**config.mk**
```make
export PLATFORM = sky130hd
export DESIGN_NAME = pcb_target
export DESIGN_NICKNAME = d
export VERILOG_FILES = /design/src/pcb_pkg.sv /design/src/pcb_dma_regs.sv /design/src/pcb_target.sv
export VERILOG_INCLUDE_DIRS = /design/src /design/src/src
export SDC_FILE = /design/constraint.sdc
export NUM_CORES = 1
export LEC_CHECK = 0
export BUFFER_PORTS_ARGS = -buffer_cell sky130_fd_sc_hd__buf_2
export CAP_MARGIN = 20
export CORE_ASPECT_RATIO = 1.5
export CORE_MARGIN = 4
export CORE_UTILIZATION = 55
export CTS_BUF_LIST = sky130_fd_sc_hd__clkbuf_16
export CTS_CLUSTER_DIAMETER = 60
export CTS_CLUSTER_SIZE = 8
export DETAILED_ROUTE_END_ITERATION = 8
export PLACE_DENSITY = 0.84
export SETUP_SLACK_MARGIN = 0.4
export SYNTH_ARGS = -nofsm -noshare
export SYNTH_HDL_FRONTEND = slang
export SYNTH_HIERARCHICAL = 1
export SYNTH_SLANG_ARGS = --single-unit
```
**constraint.sdc**
```tcl
create_clock -name mclk_i -period 4.4 [get_ports mclk_i]
set_input_delay 1.1 -clock mclk_i [delete_from_list [all_inputs] [get_ports mclk_i]]
set_output_delay 1.1 -clock mclk_i [all_outputs]
set_load 0.01 [all_outputs]
```
**src/pcb_regs.svh**
```systemverilog
// Register offsets, field positions, reset values and timing counts
`ifndef PCB_REGS_SVH
`define PCB_REGS_SVH
// Overview of operation
// - Write-ready drives TRDYn; lane strobes follow
// - Read-ready pulses read strobe; TRDYn next
// - IRDYn wait drops strobes one cycle later
// - Write-ready dropped mid-burst deasserts TRDYn next cycle
// - Read-ready drop ends strobe, then TRDYn
// - Latency zero: data valid with address
// - Latency N: data valid N cycles later
// - Back-end error: STOPn on, DEVSELn off
// - Grant active at access start: retry
// - Back-end stall: disconnect without data
// - Grant local bus when target idle
// - Request dropped: grant drops next cycle
// - Sample external interrupt, assert INTAn next
// - Two 32-bit DMA start address registers
// - Length in bits 27:16, zero means 1024
// - Bit 7 interrupt enable, 3 direction, 4 start
// - Completion sets bit 1, raises interrupt

// ****************************************************************
// Register offsets
// ****************************************************************
`define PCB_OFS_PCI_ADDR 8'h40
`define PCB_OFS_LOCAL_ADDR 8'h44
`define PCB_OFS_CTRL 8'h48
`define PCB_OFS_LATENCY 8'h4c

// ****************************************************************
// Control register fields
// ****************************************************************
`define PCB_CTRL_IE 7
`define PCB_CTRL_START 4
`define PCB_CTRL_DIR 3
`define PCB_CTRL_DONE 1
`define PCB_CTRL_LEN_HI 27
`define PCB_CTRL_LEN_LO 16
`define PCB_LEN_MAX 11'h400
`define PCB_RST_WORD 32'h0000_0000

// ****************************************************************
// Timing
// ****************************************************************
`define PCB_STALL_LIMIT 4'h6
`endif

```
**src/pcb_pkg.sv**
```systemverilog
// Types shared by the target back-end flow control and its registers
package pcb_pkg;

  typedef enum logic [1:0] {PCB_IDLE, PCB_DATA, PCB_STOP} pcb_state_t;

  typedef struct packed {
    logic trdy_n;
    logic stop_n;
    logic devsel_n;
    logic oe;
  } pcb_tgt_t;

  typedef struct packed {
    logic [31:0] pci_addr;
    logic [31:0] local_addr;
    logic [11:0] len_field;
    logic [10:0] len_dwords;
    logic dir;
    logic ie;
    logic done;
    logic start;
    logic [2:0] latency;
  } pcb_dma_t;

endpackage : pcb_pkg

```
**src/pcb_dma_regs.sv**
```systemverilog
// DMA configuration registers at 40h-4ch
`timescale 1ns/1ps
`include "pcb_regs.svh"
module pcb_dma_regs
  import pcb_pkg::*;
(
  input wire logic mclk_i, // Clock
  input wire logic rst_i, // Sync reset
  input wire logic cfg_wr_i, // Config write strobe
  input wire logic [7:0] cfg_addr_i, // Config byte address
  input wire logic [31:0] cfg_wdata_i, // Config write data
  input wire logic dma_done_i, // Transfer finished pulse
  output pcb_dma_t dma_o, // Register state
  output logic [31:0] cfg_rdata_o // Read data, one cycle later
);

  pcb_dma_t dma;
  pcb_dma_t next_dma;
  logic [31:0] next_rdata;

  always_comb begin
    next_dma = dma;
    next_dma.start = 1'b0;
    if (cfg_wr_i) begin
      case (cfg_addr_i)
        `PCB_OFS_PCI_ADDR: next_dma.pci_addr = cfg_wdata_i;
        `PCB_OFS_LOCAL_ADDR: next_dma.local_addr = cfg_wdata_i;
        `PCB_OFS_CTRL: begin
          next_dma.ie = cfg_wdata_i[`PCB_CTRL_IE];
          next_dma.dir = cfg_wdata_i[`PCB_CTRL_DIR];
          next_dma.len_field = cfg_wdata_i[`PCB_CTRL_LEN_HI:`PCB_CTRL_LEN_LO];
          // Lengths above 1024 are illegal; only the low bits are used
          next_dma.len_dwords = (next_dma.len_field == 12'h000) ? `PCB_LEN_MAX :
                                next_dma.len_field[10:0];
          if (cfg_wdata_i[`PCB_CTRL_DONE]) begin
            next_dma.done = 1'b0;
          end
          if (cfg_wdata_i[`PCB_CTRL_START]) begin
            next_dma.start = 1'b1;
            next_dma.done = 1'b0;
          end
        end
        `PCB_OFS_LATENCY: next_dma.latency = cfg_wdata_i[2:0];
        default: ;
      endcase
    end
    // Completion wins over a clear in the same cycle
    if (dma_done_i) begin
      next_dma.done = 1'b1;
    end
  end

  always_comb begin
    next_rdata = `PCB_RST_WORD;
    case (cfg_addr_i)
      `PCB_OFS_PCI_ADDR: next_rdata = dma.pci_addr;
      `PCB_OFS_LOCAL_ADDR: next_rdata = dma.local_addr;
      `PCB_OFS_CTRL: begin
        next_rdata[`PCB_CTRL_LEN_HI:`PCB_CTRL_LEN_LO] = dma.len_field;
        next_rdata[`PCB_CTRL_IE] = dma.ie;
        next_rdata[`PCB_CTRL_DIR] = dma.dir;
        next_rdata[`PCB_CTRL_DONE] = dma.done;
      end
      `PCB_OFS_LATENCY: next_rdata[2:0] = dma.latency;
      default: ;
    endcase
  end

  always_ff @(posedge mclk_i) begin
    if (rst_i) begin
      dma <= '0;
      cfg_rdata_o <= `PCB_RST_WORD;
    end else begin
      dma <= next_dma;
      cfg_rdata_o <= next_rdata;
    end
  end

  assign dma_o = dma;

endmodule : pcb_dma_regs

```
**src/pcb_target.sv**
```systemverilog
// PCI target back-end flow control, local-bus arbitration and interrupt
`timescale 1ns/1ps
`include "pcb_regs.svh"
module pcb_target
  import pcb_pkg::*;
(
  input wire logic mclk_i, // PCI clock
  input wire logic rst_i, // Sync reset
  input wire logic frame_n_i, // PCI FRAMEn
  input wire logic irdy_n_i, // PCI IRDYn
  input wire logic [31:0] ad_i, // PCI AD in
  input wire logic [3:0] cbe_n_i, // PCI byte enables
  input wire logic hit_i, // Address decode hit, one cycle
  input wire logic hit_read_i, // Hit is a read
  output logic trdy_n_o, // PCI TRDYn
  output logic stop_n_o, // PCI STOPn
  output logic devsel_n_o, // PCI DEVSELn
  output logic ctl_oe_o, // Enable for TRDYn/STOPn/DEVSELn
  output logic [31:0] ad_o, // PCI AD out
  output logic ad_oe_o, // AD drive enable
  input wire logic cfg_wr_i, // Config write
  input wire logic [7:0] cfg_addr_i, // Config address
  input wire logic [31:0] cfg_wdata_i, // Config write data
  output logic [31:0] cfg_rdata_o, // Config read data
  input wire logic backend_write_ready_i, // Back-end write ready
  input wire logic backend_read_ready_i, // Back-end read ready
  input wire logic backend_error_i, // Back-end error
  input wire logic [31:0] be_rdata_i, // Back-end read data
  output logic [3:0] write_lane_strobe_o, // Write lane strobes
  output logic read_data_strobe_o, // Read data strobe
  output logic [31:0] be_wdata_o, // Back-end write data
  output logic [31:0] be_addr_o, // Back-end byte address
  output logic [2:0] address_data_latency_o, // Latency setting
  input wire logic local_bus_request_i, // Local bus request
  output logic local_bus_grant_o, // Local bus grant
  input wire logic external_interrupt_n_i, // External interrupt
  output logic inta_n_o, // INTAn level
  output logic inta_oe_o, // INTAn open-drain enable
  input wire logic dma_done_i, // DMA engine finished
  output logic dma_start_o, // DMA start pulse
  output logic dma_dir_o, // DMA direction
  output logic [10:0] dma_len_o, // DMA length in DWORDs
  output logic [31:0] dma_pci_addr_o, // DMA PCI start
  output logic [31:0] dma_local_addr_o // DMA local start
);

  localparam pcb_tgt_t TGT_OFF = '{trdy_n: 1'b1, stop_n: 1'b1, devsel_n: 1'b1, oe: 1'b0};

  function automatic logic xfer(input logic trdy_n, input logic irdy_n);
    xfer = ~trdy_n & ~irdy_n;
  endfunction : xfer

  pcb_dma_t dma;
  pcb_state_t state;
  pcb_state_t next_state;
  pcb_tgt_t tgt;
  pcb_tgt_t next_tgt;
  logic [3:0] wait_cnt;
  logic [3:0] next_wait_cnt;
  logic rd_mode;
  logic next_rd_mode;
  logic [31:0] be_addr;
  logic [31:0] next_be_addr;
  logic [3:0] wstrobe;
  logic [3:0] next_wstrobe;
  logic rstrobe;
  logic next_rstrobe;
  logic [31:0] wdata;
  logic [31:0] next_wdata;
  logic [31:0] rdata;
  logic [31:0] next_rdata;
  logic rdata_oe;
  logic next_rdata_oe;
  logic grant;
  logic next_grant;
  logic inta_n;
  logic next_inta_n;
  logic inta_oe;
  logic [7:0] strb_dly;
  logic capture;

  // ****************************************************************
  // Configuration registers
  // ****************************************************************
  pcb_dma_regs pcb_dma_regs_inst (
    .mclk_i(mclk_i),
    .rst_i(rst_i),
    .cfg_wr_i(cfg_wr_i),
    .cfg_addr_i(cfg_addr_i),
    .cfg_wdata_i(cfg_wdata_i),
    .dma_done_i(dma_done_i),
    .dma_o(dma),
    .cfg_rdata_o(cfg_rdata_o)
  );

  // ****************************************************************
  // Read capture delay line
  // ****************************************************************
  assign strb_dly[0] = rstrobe;
  genvar k;
  generate
    for (k = 1; k < 8; k++) begin : g_dly
      always_ff @(posedge mclk_i) begin
        if (rst_i) begin
          strb_dly[k] <= 1'b0;
        end else begin
          strb_dly[k] <= strb_dly[k-1];
        end
      end
    end
  endgenerate
  // Data is taken N cycles after its strobe
  assign capture = strb_dly[dma.latency];

  // ****************************************************************
  // Target state machine
  // ****************************************************************
  always_comb begin
    next_state = state;
    next_tgt = tgt;
    next_wait_cnt = wait_cnt;
    next_rd_mode = rd_mode;
    next_be_addr = be_addr;
    if (rstrobe || (wstrobe != 4'h0)) begin
      next_be_addr = be_addr + 32'h0000_0004;
    end
    case (state)
      PCB_IDLE: begin
        next_tgt = TGT_OFF;
        if (hit_i) begin
          next_rd_mode = hit_read_i;
          next_be_addr = ad_i;
          next_wait_cnt = 4'h0;
          next_tgt.oe = 1'b1;
          next_tgt.devsel_n = 1'b0;
          if (grant) begin
            next_tgt.stop_n = 1'b0;
            next_state = PCB_STOP;
          end else begin
            next_state = PCB_DATA;
          end
        end
      end
      PCB_DATA: begin
        if (backend_error_i) begin
          next_tgt.stop_n = 1'b0;
          next_tgt.devsel_n = 1'b1;
          next_tgt.trdy_n = 1'b1;
          next_state = PCB_STOP;
        end else if (frame_n_i && xfer(tgt.trdy_n, irdy_n_i)) begin
          // Drive deasserted one cycle before release
          next_tgt.trdy_n = 1'b1;
          next_tgt.devsel_n = 1'b1;
          next_state = PCB_IDLE;
        end else if (wait_cnt == `PCB_STALL_LIMIT) begin
          next_tgt.stop_n = 1'b0;
          next_tgt.trdy_n = 1'b1;
          next_state = PCB_STOP;
        end else begin
          // A word already offered is held until the master takes it
          if (rd_mode) begin
            next_tgt.trdy_n = ~(capture | (~tgt.trdy_n & irdy_n_i));
          end else begin
            next_tgt.trdy_n = ~(backend_write_ready_i |
                                (~tgt.trdy_n & irdy_n_i));
          end
          next_wait_cnt = tgt.trdy_n ? wait_cnt + 4'h1 : 4'h0;
        end
      end
      PCB_STOP: begin
        if (frame_n_i) begin
          next_tgt = TGT_OFF;
          next_tgt.oe = 1'b1;
          next_state = PCB_IDLE;
        end
      end
      default: begin
        next_tgt = TGT_OFF;
        next_state = PCB_IDLE;
      end
    endcase
  end

  always_ff @(posedge mclk_i) begin
    if (rst_i) begin
      state <= PCB_IDLE;
      tgt <= TGT_OFF;
      wait_cnt <= 4'h0;
      rd_mode <= 1'b0;
      be_addr <= `PCB_RST_WORD;
    end else begin
      state <= next_state;
      tgt <= next_tgt;
      wait_cnt <= next_wait_cnt;
      rd_mode <= next_rd_mode;
      be_addr <= next_be_addr;
    end
  end

  // ****************************************************************
  // Back-end data path
  // ****************************************************************
  always_comb begin
    next_wstrobe = 4'h0;
    next_wdata = wdata;
    next_rdata = rdata;
    // Strobes follow IRDYn with one cycle of lag
    if ((state == PCB_DATA) && !rd_mode && xfer(tgt.trdy_n, irdy_n_i)) begin
      next_wstrobe = ~cbe_n_i;
      next_wdata = ad_i;
    end
    next_rstrobe = (state == PCB_DATA) && rd_mode && backend_read_ready_i &&
                   !irdy_n_i && !backend_error_i && !frame_n_i;
    if (capture) begin
      next_rdata = be_rdata_i;
    end
    next_rdata_oe = (next_state == PCB_DATA) && next_rd_mode;
  end

  always_ff @(posedge mclk_i) begin
    if (rst_i) begin
      wstrobe <= 4'h0;
      rstrobe <= 1'b0;
      wdata <= `PCB_RST_WORD;
      rdata <= `PCB_RST_WORD;
      rdata_oe <= 1'b0;
    end else begin
      wstrobe <= next_wstrobe;
      rstrobe <= next_rstrobe;
      wdata <= next_wdata;
      rdata <= next_rdata;
      rdata_oe <= next_rdata_oe;
    end
  end

  // ****************************************************************
  // Local bus arbitration and interrupt
  // ****************************************************************
  always_comb begin
    // No grant in the cycle a hit arrives, so an access never meets a fresh grant
    next_grant = local_bus_request_i &&
                 (grant || ((state == PCB_IDLE) && !hit_i));
    next_inta_n = external_interrupt_n_i && !(dma.done && dma.ie);
  end

  always_ff @(posedge mclk_i) begin
    if (rst_i) begin
      grant <= 1'b0;
      inta_n <= 1'b1;
      inta_oe <= 1'b0;
    end else begin
      grant <= next_grant;
      inta_n <= next_inta_n;
      inta_oe <= ~next_inta_n;
    end
  end

  assign trdy_n_o = tgt.trdy_n;
  assign stop_n_o = tgt.stop_n;
  assign devsel_n_o = tgt.devsel_n;
  assign ctl_oe_o = tgt.oe;
  assign ad_o = rdata;
  assign ad_oe_o = rdata_oe;
  assign write_lane_strobe_o = wstrobe;
  assign read_data_strobe_o = rstrobe;
  assign be_wdata_o = wdata;
  assign be_addr_o = be_addr;
  assign address_data_latency_o = dma.latency;
  assign local_bus_grant_o = grant;
  assign inta_n_o = inta_n;
  assign inta_oe_o = inta_oe;
  assign dma_start_o = dma.start;
  assign dma_dir_o = dma.dir;
  assign dma_len_o = dma.len_dwords;
  assign dma_pci_addr_o = dma.pci_addr;
  assign dma_local_addr_o = dma.local_addr;
endmodule : pcb_target

```
[Word level (Yosys, flattened, before mapping)]
Index checks and enable logic that the tools add are counted.
Widths: inputs -> output; s select.
Operators by class
  reduce and logical (&&, ||, !) cells: 39
  muxes and demuxes: 48
  bitwise logic cells: 14
  $add $sub $neg: 2
  order comparisons: 1
  eq/ne operators: 16
Operator list (count)
  $mux 32: 3
  $pmux 12 s3: 1
  $add 32x3->32 const B: 1
  $eq 8x7->1 const B: 4
  $mux 4: 6
  $mux 2: 8
  $pmux 4 s2: 2
  $pmux 8 s2: 1
  $pmux 1 s3: 5
  $logic_and 1x1->1: 13
  $logic_not 12->1: 1
  $mux 1: 12
  $reduce_and 2->1: 6
  $mux 11: 1
  $ne 2x2->1 const B: 5
  $mux 3: 3
  $ne 3x3->1 const B: 3
  $not 1->1: 9
  $pmux 3 s3: 1
  $logic_not 1->1: 6
  $pmux 2 s3: 1
  $pmux 3 s2: 1
  $reduce_and 3->1: 2
  $reduce_bool 2->1: 3
  18 further kinds: 22
Storage, ports and cells
  flip-flop bits (word level): 249
  output and inout port bits: 221
  input bits: 121

[Logic depth before layout (Yosys ltp)]
Gate-level depths: netlist of run 1.
  word-level depth: 9
  mapped depth: 7
  depth with buffers taken out: 6

[Modules after synthesis]
The synthesis of run 1 kept the hierarchy.
By module, submodules not included
  pcb_dma_regs: area an instance 5230.0 um^2, cells each 507, times used 1, sequential area each 2522.4 um^2
  pcb_target: area an instance 5213.8 um^2, cells each 646, times used 1, sequential area each 2462.4 um^2

[Worst setup path after synthesis of run 1]
OpenSTA, ideal clock, no wires.
  path type: input to register
  from: input hit_i
  to: register be_addr[14], in the netlist be_addr_o[14]
  cell stages on the path: 5
  library setup time: 0.091 ns
  data arrival time: 2.339 ns
  path slack: 1.970 ns
  path through: or3b_2 -> clkbuf_1 -> clkbuf_1 -> buf_1 -> a311oi_1
On the way
  longest elaborated chain between the ends: 2
RTL lines
  from (decl): RTL line pcb_target.sv:13  | input wire logic hit_i,
  $mux 32: RTL line pcb_target.sv:130  | if (hit_i) begin
  $mux 32: RTL line pcb_target.sv:127  | case (state)
  to (signal assigned): RTL line pcb_target.sv:190  | be_addr <= `PCB_RST_WORD;
  to (signal assigned): RTL line pcb_target.sv:196  | be_addr <= next_be_addr;
  to (decl): RTL line pcb_target.sv:62  | logic [31:0] be_addr;
Every way passes these cells.
A chain may end at the register's enable or synchronous reset.

[Worst setup path in the final report of run 1]
  from: input cfg_addr_i[2]
  to: register pcb_dma_regs_inst.cfg_rdata_o[15]
On the way
  longest elaborated chain between the ends: 2
RTL lines
  from (decl): RTL line pcb_target.sv:22  | input wire logic [7:0] cfg_addr_i,
  $eq 8x7->1: RTL line pcb_dma_regs.sv:55  | case (cfg_addr_i)
  $pmux 8 s2 (*): RTL line pcb_dma_regs.sv:55
  to (signal assigned): RTL line pcb_dma_regs.sv:72  | cfg_rdata_o <= `PCB_RST_WORD;
  to (signal assigned): RTL line pcb_dma_regs.sv:75  | cfg_rdata_o <= next_rdata;
  to (decl): RTL line pcb_dma_regs.sv:14  | output logic [31:0] cfg_rdata_o
Every way passes the cells marked *; elsewhere a longest branch is shown, timed or not.

==> flow_summary.toml, run 1 <==
[clock_network]
cts_resized = 0
cts_tree = "built"
cts_made_buffers = 37
clock_path_buffers = 3
clock-sinks = 249
cts_hold_buf = 0
clock_latency_ns = 0.50
clk_pin_slew_ns = 0.05
post_cts_buffers = 0
htree_num_levels = 2
root_buffer = "clkbuf_16"

[logic_synthesis]
syn-cell-area_sq_mm = 0.01044
synthTopCellsByArea = "dfxtp_1 (48%), mux2i_1 (7.7%), nand2_1 (5.8%), nand2b_1 (5.8%), a21oi_1 (5.3%)"
synth-xor-area-share_pct = 0.4193
synth.largest_area_cell = "dfxtp_1"
synth_cell_type_count = 64
synth_adder_area_share_pct = 0.3594
ys_async_sr_fraction_pct = 0
syn_avg_cell_area_sq_um = 9.058
synth-simple-area-share_pct = 24.06
syn_nets = 1277
synth_top_family_by_area = "simple AND/OR/NAND/NOR gates"
ys.flop_type = "dfxtp_1"
synth.area.mux_share_pct = 8.314
syn_inst = 1153
synth_compound_area_share_pct = 14.77
synth_edf_count = 0
synth.top_cell.area_share_pct = 47.73
ys_ff_latch = 249
yosys_warnings = 6
yosysSeqAreaShare_pct = 47.73

[power_and_ir_drop]
switching_share_pct = 23.46
seq_power_share_pct = 45.9
power_density_mw_per_mm2 = 389.3
p_int_mw = 3.928
max-vdd-ir-drop_v = 0.0002992
p_leak_nw = 5.689
p_clk_share_pct = 46.9
p_switching_mw = 1.204
combPwrFrac_pct = 7.2

[global_route]
track_usage_pct = 28.55
overflow = 0
antenna_found_initial = 1
grt_pass1_vias = 10020
grt_pass1_wl_um = 49890
grt_max_degree = 163

[worst_setup_path]
crit_fanout = 24
worst-r2r-setup-slack_ns = 2.13
cp_data_required_time_ns = 4.79
critPathLaunchType = "input pin"
reg2reg_depth = 4
path_class = "input pin to flip-flop"
r2r_end = "be_addr_o[22]"
endpoint = "pcb_dma_regs_inst/cfg_rdata_o[15]"
arrival_ns = 3.22
critPathLaunch = "cfg_addr_i[2]"
cp-end-kind = "flip-flop"
r2r_start = "write_lane_strobe_o[0]"

[finish]
layout-drive-gt1-share_pct = 28.77
nNetsFinal = 1582
fin_util_pct = 70.80
flow.area_growth_from_synthesis_pct = 26.25

[timing]
fmax_mhz = 353.3
tns_ns = 0
post-route-period-util_pct = 64.32
hold_viol_final = 0
setup_viol = 0
rsz0062_at_grt = "no"
setup_ws_ns = 1.570
worst_slew_margin_rel_pct = 27.61
maxSlewViolCount = 0
worst_slew_pin_slew_ns = 1.086
skew_ns = 0.01822
period_needed_ns = 2.830

[detailed_routing]
wl_per_cell_um = 18.66
met1_length_um = 11570
wl_met3_um = 2324
top_layer = "met4"
route.detailed.drc = 0
postRouteAntennaNets = 0
drt_iter0_drc = 842
vias_per_cell = 5.798
wl_um = 31970
wl_met2_um = 16770
first_pass_iters = 5
num_vias = 9932

[floorplanning]
placementRows = 61
die_h_um = 176.8
die_area_sq_mm = 0.02130
core_sq_mm = 0.01862
die_w_um = 120.5
start_util_pct = 56.08
ios = 342

[min_path]
holdCritPathClass = "flip-flop to flip-flop"

[job]
maxCapViolCount = 0

[placement]
dp_hpwl_um = 22260
routabilityCongestion = 0.8820
place_ws_ns = 1.150
io_buffers = 341

[status]
status = "finished clean"
## synthesized netlist by cell type (all sizes together), types with 12 or more instances
library cell,instances
and2,18
o31ai,36
nor2,43
nand2,161
nand2b,96
buf,22
or4,19
a21oi,110
o2bb2ai,14
nand4,33
nand3,23
nor4,17
clkbuf,67
a311oi,12
mux2i,80
dfxtp,249
nor3,16
o21ai,17
## how the worst min path moves through the flow
stage | startpoint | endpoint | slack, ns | cells past startpoint
6_report | ad_o[21] | ad_o[21] | 0.44 | 2
2_1_floorplan | strb_dly[2] | strb_dly[3] | 0.43 | 1
4_1_cts | ad_o[11] | ad_o[11] | 0.45 | 2
5_1_grt | ad_o[21] | ad_o[21] | 0.47 | 2
3_5_place_dp | ad_o[21] | ad_o[21] | 0.44 | 2
3_3_place_gp | ad_o[2] | ad_o[2] | 0.44 | 2
## state kept, by name (all words and copies together), names as in the netlist
| signal | count |
|---|---|
| be_addr_o | 32 |
| write_lane_strobe_o | 4 |
| ctl_oe_o | 1 |
| devsel_n_o | 1 |
| inta_oe_o | 1 |
| ad_o | 32 |
| read_data_strobe_o | 1 |
| pcb_dma_regs_inst/dma_o | 94 |
| local_bus_grant_o | 1 |
| state | 2 |
| be_wdata_o | 32 |
| inta_n_o | 1 |
| wait_cnt | 4 |
| ad_oe_o | 1 |
| pcb_dma_regs_inst/cfg_rdata_o | 32 |
| trdy_n_o | 1 |
| rd_mode | 1 |
| strb_dly | 7 |
| stop_n_o | 1 |
## layout by cell type (no fill, tap or decap), types with 18 or more instances in the layout
cell type,instances
buf_2,340
dfxtp_1,249
nand2_1,161
a21oi_1,110
nand2b_1,96
mux2i_1,79
nor2_1,43
clkbuf_16,37
o31ai_1,36
nand4_1,32
nand3_1,22
and2_1,18
## power groups by stage
| stage | logic (mW) | clock network (mW) | registers (mW) |
|---|---|---|---|
| 2_1_floorplan | 0.194 | 0 | 2.40 |
| 3_3_place_gp | 0.352 | 0 | 2.39 |
| 3_5_place_dp | 0.359 | 0 | 2.39 |
| 4_1_cts | 0.362 | 2.45 | 2.35 |
| 5_1_grt | 0.405 | 2.55 | 2.36 |
| 6_report | 0.370 | 2.41 | 2.35 |
## cell families after synthesis
family | after synthesis
flops | 249
simple gates | 471
xor+xnor | 5
compound gates | 241
fa+ha+maj | 3
mux | 84
buf+inv | 100
## cell type report
cell class	instances	area, sq um
diodes	1	2.502
clock buffers	37	925.9
clock inverters	4	30.03
fillers	1432	5438
inverters	11	41.29
multi-input cells	804	5035
flip-flops and latches	249	4985
well taps	252	315.3
repair buffers	355	1851
## layer usage
metal,vias up,track usage [%]
met1,4686,31.01
met2,443,52.83
met5,-,0
li1,4713,-
met3,90,6.076
met4,0,12.43
## stage by stage
stage	hold WS [ns]	instances	area, sq um	power, mW
global placement	0.4355	1668	12170	2.744
global route	0.4678	1713	13190	5.313
finish	0.4420	1713	13190	5.132
detailed placement	0.4404	1668	12170	2.753
floorplan	0.4324	1153	10440	2.591
CTS	0.4459	1709	13130	5.162
## critical path, cell delays in order
cell and delay, ns:
buf_2 0.52, nor2b_1 0.62, nand3_1 0.56, o22ai_1 0.40
(Power assumes the default switching activity.)
==> inputs of run 2 (changes only) <==
--- a/config.mk
+++ b/config.mk
@@ -6,16 +6,17 @@
 export SDC_FILE = /design/constraint.sdc
 export NUM_CORES = 1
 export LEC_CHECK = 0
+export ABC_AREA = 1
 export BUFFER_PORTS_ARGS = -buffer_cell sky130_fd_sc_hd__buf_2
 export CAP_MARGIN = 20
 export CORE_ASPECT_RATIO = 1.5
 export CORE_MARGIN = 4
-export CORE_UTILIZATION = 55
+export CORE_UTILIZATION = 51
 export CTS_BUF_LIST = sky130_fd_sc_hd__clkbuf_16
 export CTS_CLUSTER_DIAMETER = 60
 export CTS_CLUSTER_SIZE = 8
 export DETAILED_ROUTE_END_ITERATION = 8
-export PLACE_DENSITY = 0.84
+export PLACE_DENSITY = 0.78
 export SETUP_SLACK_MARGIN = 0.4
 export SYNTH_ARGS = -nofsm -noshare
 export SYNTH_HDL_FRONTEND = slang
==> constraint.sdc (replaced) <==
create_clock -name mclk_i -period 2.8 [get_ports mclk_i]
set_input_delay 0.7 -clock mclk_i [delete_from_list [all_inputs] [get_ports mclk_i]]
set_output_delay 0.7 -clock mclk_i [all_outputs]
set_load 0.01 [all_outputs]
==> run 2 against run 1 <==
  * Final cell count increased by 19%
  * Clock skew fell by 0.0013 ns
  * Die area rose by 6.9%
  * Sequential share of layout area up 0.054 points
  * Register-to-register slack worse by 1.3 ns
  * Core utilization is 4.8 points lower
  * Hold slack worse by 0.089 ns
  * Synthesized cell count is 27% higher
  * Sequential cell count unchanged
  * Via count up 7.5%
  * Clock power rose by 57%
  * Sequential power grew 58%
  * Largest cell class is now registers
==> flow_summary.toml, run 2 <==
[worst_setup_path]
critPathLaunchType = "flip-flop"
crit_cells = 1
crit_fanout = 9
r2r_end = "ad_o[14]"
cp_data_required_time_ns = 2.10
path_class = "flip-flop to primary output"
r2r_start = "pcb_dma_regs_inst/dma_o[0]"
worst-r2r-setup-slack_ns = 0.85
arrival_ns = 1.28
critPathLaunch = "pcb_dma_regs_inst/dma_o[0]"
path_buf_inv = 1
cp-end-kind = "primary output"
reg2reg_depth = 8
path_delay_family = "flip-flops"
slowest_delay_ns = 0.54
endpoint = "address_data_latency_o[0]"
crit_path_top_delay_cell = "dfxtp_1"
crit_chain = "buf_2"

[finish]
mostFrequentLayoutCells = "buf_2 (341), nor2_1 (294), nand2_1 (289)"
largest_reg_flops = 94
flow.area_growth_from_synthesis_pct = 26.69
final_common_cell = "buf_2"
fin_util_pct = 66.02
layout-drive-gt1-share_pct = 24.96
diodes = 0
nNetsFinal = 1909
design_area_sq_mm = 0.01317

[global_route]
track_usage_pct = 27.68
antenna_found_initial = 0
grt_pass1_vias = 10310
grt_max_degree = 83
overflow = 0
grt_pass1_wl_um = 52260

[power_and_ir_drop]
p_leak_nw = 6.788
max-vdd-ir-drop_v = 0.0004715
power_density_mw_per_mm2 = 612.8

[clock_network]
cts_made_buffers = 37
clock-sinks = 249
cts_resized = 0
clk_pin_slew_ns = 0.05
root_buffer = "clkbuf_16"
post_cts_buffers = 0
cts_hold_buf = 0
htree_num_levels = 2
cts_tree = "built"
clock_path_buffers = 3
clock_latency_ns = 0.50

[floorplanning]
start_util_pct = 52.11
die_w_um = 124.6
core_sq_mm = 0.01994
ios = 342
die_h_um = 182.8
die_area_sq_mm = 0.02277
placementRows = 63

[min_path]
holdCritPathClass = "input pin to flip-flop"

[logic_synthesis]
ys_top_cells_by_count = "nor2_1 (294), nand2_1 (289), dfxtp_1 (249)"
yosysSeqAreaShare_pct = 47.97
ys.flop_type = "dfxtp_1"
synth_cell_type_count = 36
synth.top_cell.area_share_pct = 47.97
synth.largest_area_cell = "dfxtp_1"
syn_inst = 1459
syn_avg_cell_area_sq_um = 7.123
ys_async_sr_fraction_pct = 0
syn_nets = 1583
yosysMostFrequentCell = "nor2_1"
ys_ff_latch = 249
syn-cell-area_sq_mm = 0.01039
synthTopCellsByArea = "dfxtp_1 (48%), nor2_1 (11%), nand2_1 (10%), o21ai_0 (6.3%), inv_1 (5.3%)"
synth_edf_count = 0
yosys_warnings = 6

[timing]
maxSlewViolCount = 0
worst_slew_pin_slew_ns = 0.6467
fmax_mhz = 505.2
worst_slew_margin_rel_pct = 56.89
rsz0062_at_grt = "no"
period_needed_ns = 1.979
hold_ws_ns = 0.3530
skew_ns = 0.01692
setup_viol = 0
tns_ns = 0
post-route-period-util_pct = 70.69
hold_viol_final = 0

[detailed_routing]
postRouteAntennaNets = 0
drt_iter0_drc = 610
first_pass_iters = 5
num_vias = 10670
vias_per_cell = 5.214
route.detailed.drc = 0
wl_um = 33150
wl_per_cell_um = 16.20

[placement]
routabilityCongestion = 0.9431
dpl_cell_area_sq_mm = 0.01221
dp_hpwl_um = 23600
io_buffers = 341

[status]
status = "finished clean"

[job]
maxCapViolCount = 0
[run 2: cell types whose count changed after synthesis, sizes merged, moves of 55 or more]
cell | before | now
nor2 | 43 | 303
mux2i | 80 | 0
o21ai | 17 | 140
nand2b | 96 | 0
inv | 11 | 158
a21oi | 110 | 55
nand2 | 161 | 305
[run 2: cell families (layout without fill, tap and decap cells)]
| family | after synthesis | in the layout | synth area share (%) |
|---|---|---|---|
| xor+xnor | 11 | 11 | 0.9270 |
| flops | 249 | 249 | 47.97 |
| simple gates | 748 | 748 | 30.30 |
| buf+inv | 231 | 559 | 9.379 |
| compound gates | 217 | 217 | 11.06 |
| fa+ha+maj | 3 | 3 | 0.3612 |
[run 2: per-stage QoR]
stage | cells | setup slack [ns] | power (mW)
5_1_grt | 2047 | 0.6085 | 8.350
2_1_floorplan | 1459 | 1.095 | 4.057
3_5_place_dp | 2006 | 0.5882 | 4.331
6_report | 2047 | 0.8206 | 8.069
3_3_place_gp | 2006 | 0.6225 | 4.319
4_1_cts | 2047 | 0.7780 | 8.134
[run 2: cell type report]
class	count	area, sq um
clock buffer	37	925.9
sequential	249	4985
fill	1727	6777
multi-input combinational	979	4433
inverter	158	593.1
timing repair buffer	360	1874
clock inverter	4	30.03
tap	260	325.3
[run 2: worst min-delay path by stage]
stage,startpoint,end,slack (ns),cells after the start
after floorplan,strb_dly[4],strb_dly[5],0.40,2
after global placement,strb_dly[6],strb_dly[7],0.41,2
after detailed placement,strb_dly[3],strb_dly[4],0.42,2
after CTS,cbe_n_i[1],write_lane_strobe_o[1],0.33,2
after global routing,cbe_n_i[0],write_lane_strobe_o[0],0.34,2
final,cbe_n_i[1],write_lane_strobe_o[1],0.35,2
[run 2: power by group]
part	internal (mW)	leakage, nW	switching, mW	total, mW
Combinational	0.210	4.30	0.354	0.564
Clock	2.32	0.474	1.47	3.79
Sequential	3.62	2.02	0.0873	3.71
[run 2: layer usage]
metal | track usage, % | share of wire [%]
met2 | 51.26 | 51
met4 | 11.19 | 3.4
met5 | 0 | 0
met1 | 29.68 | 36
met3 | 7.605 | 10
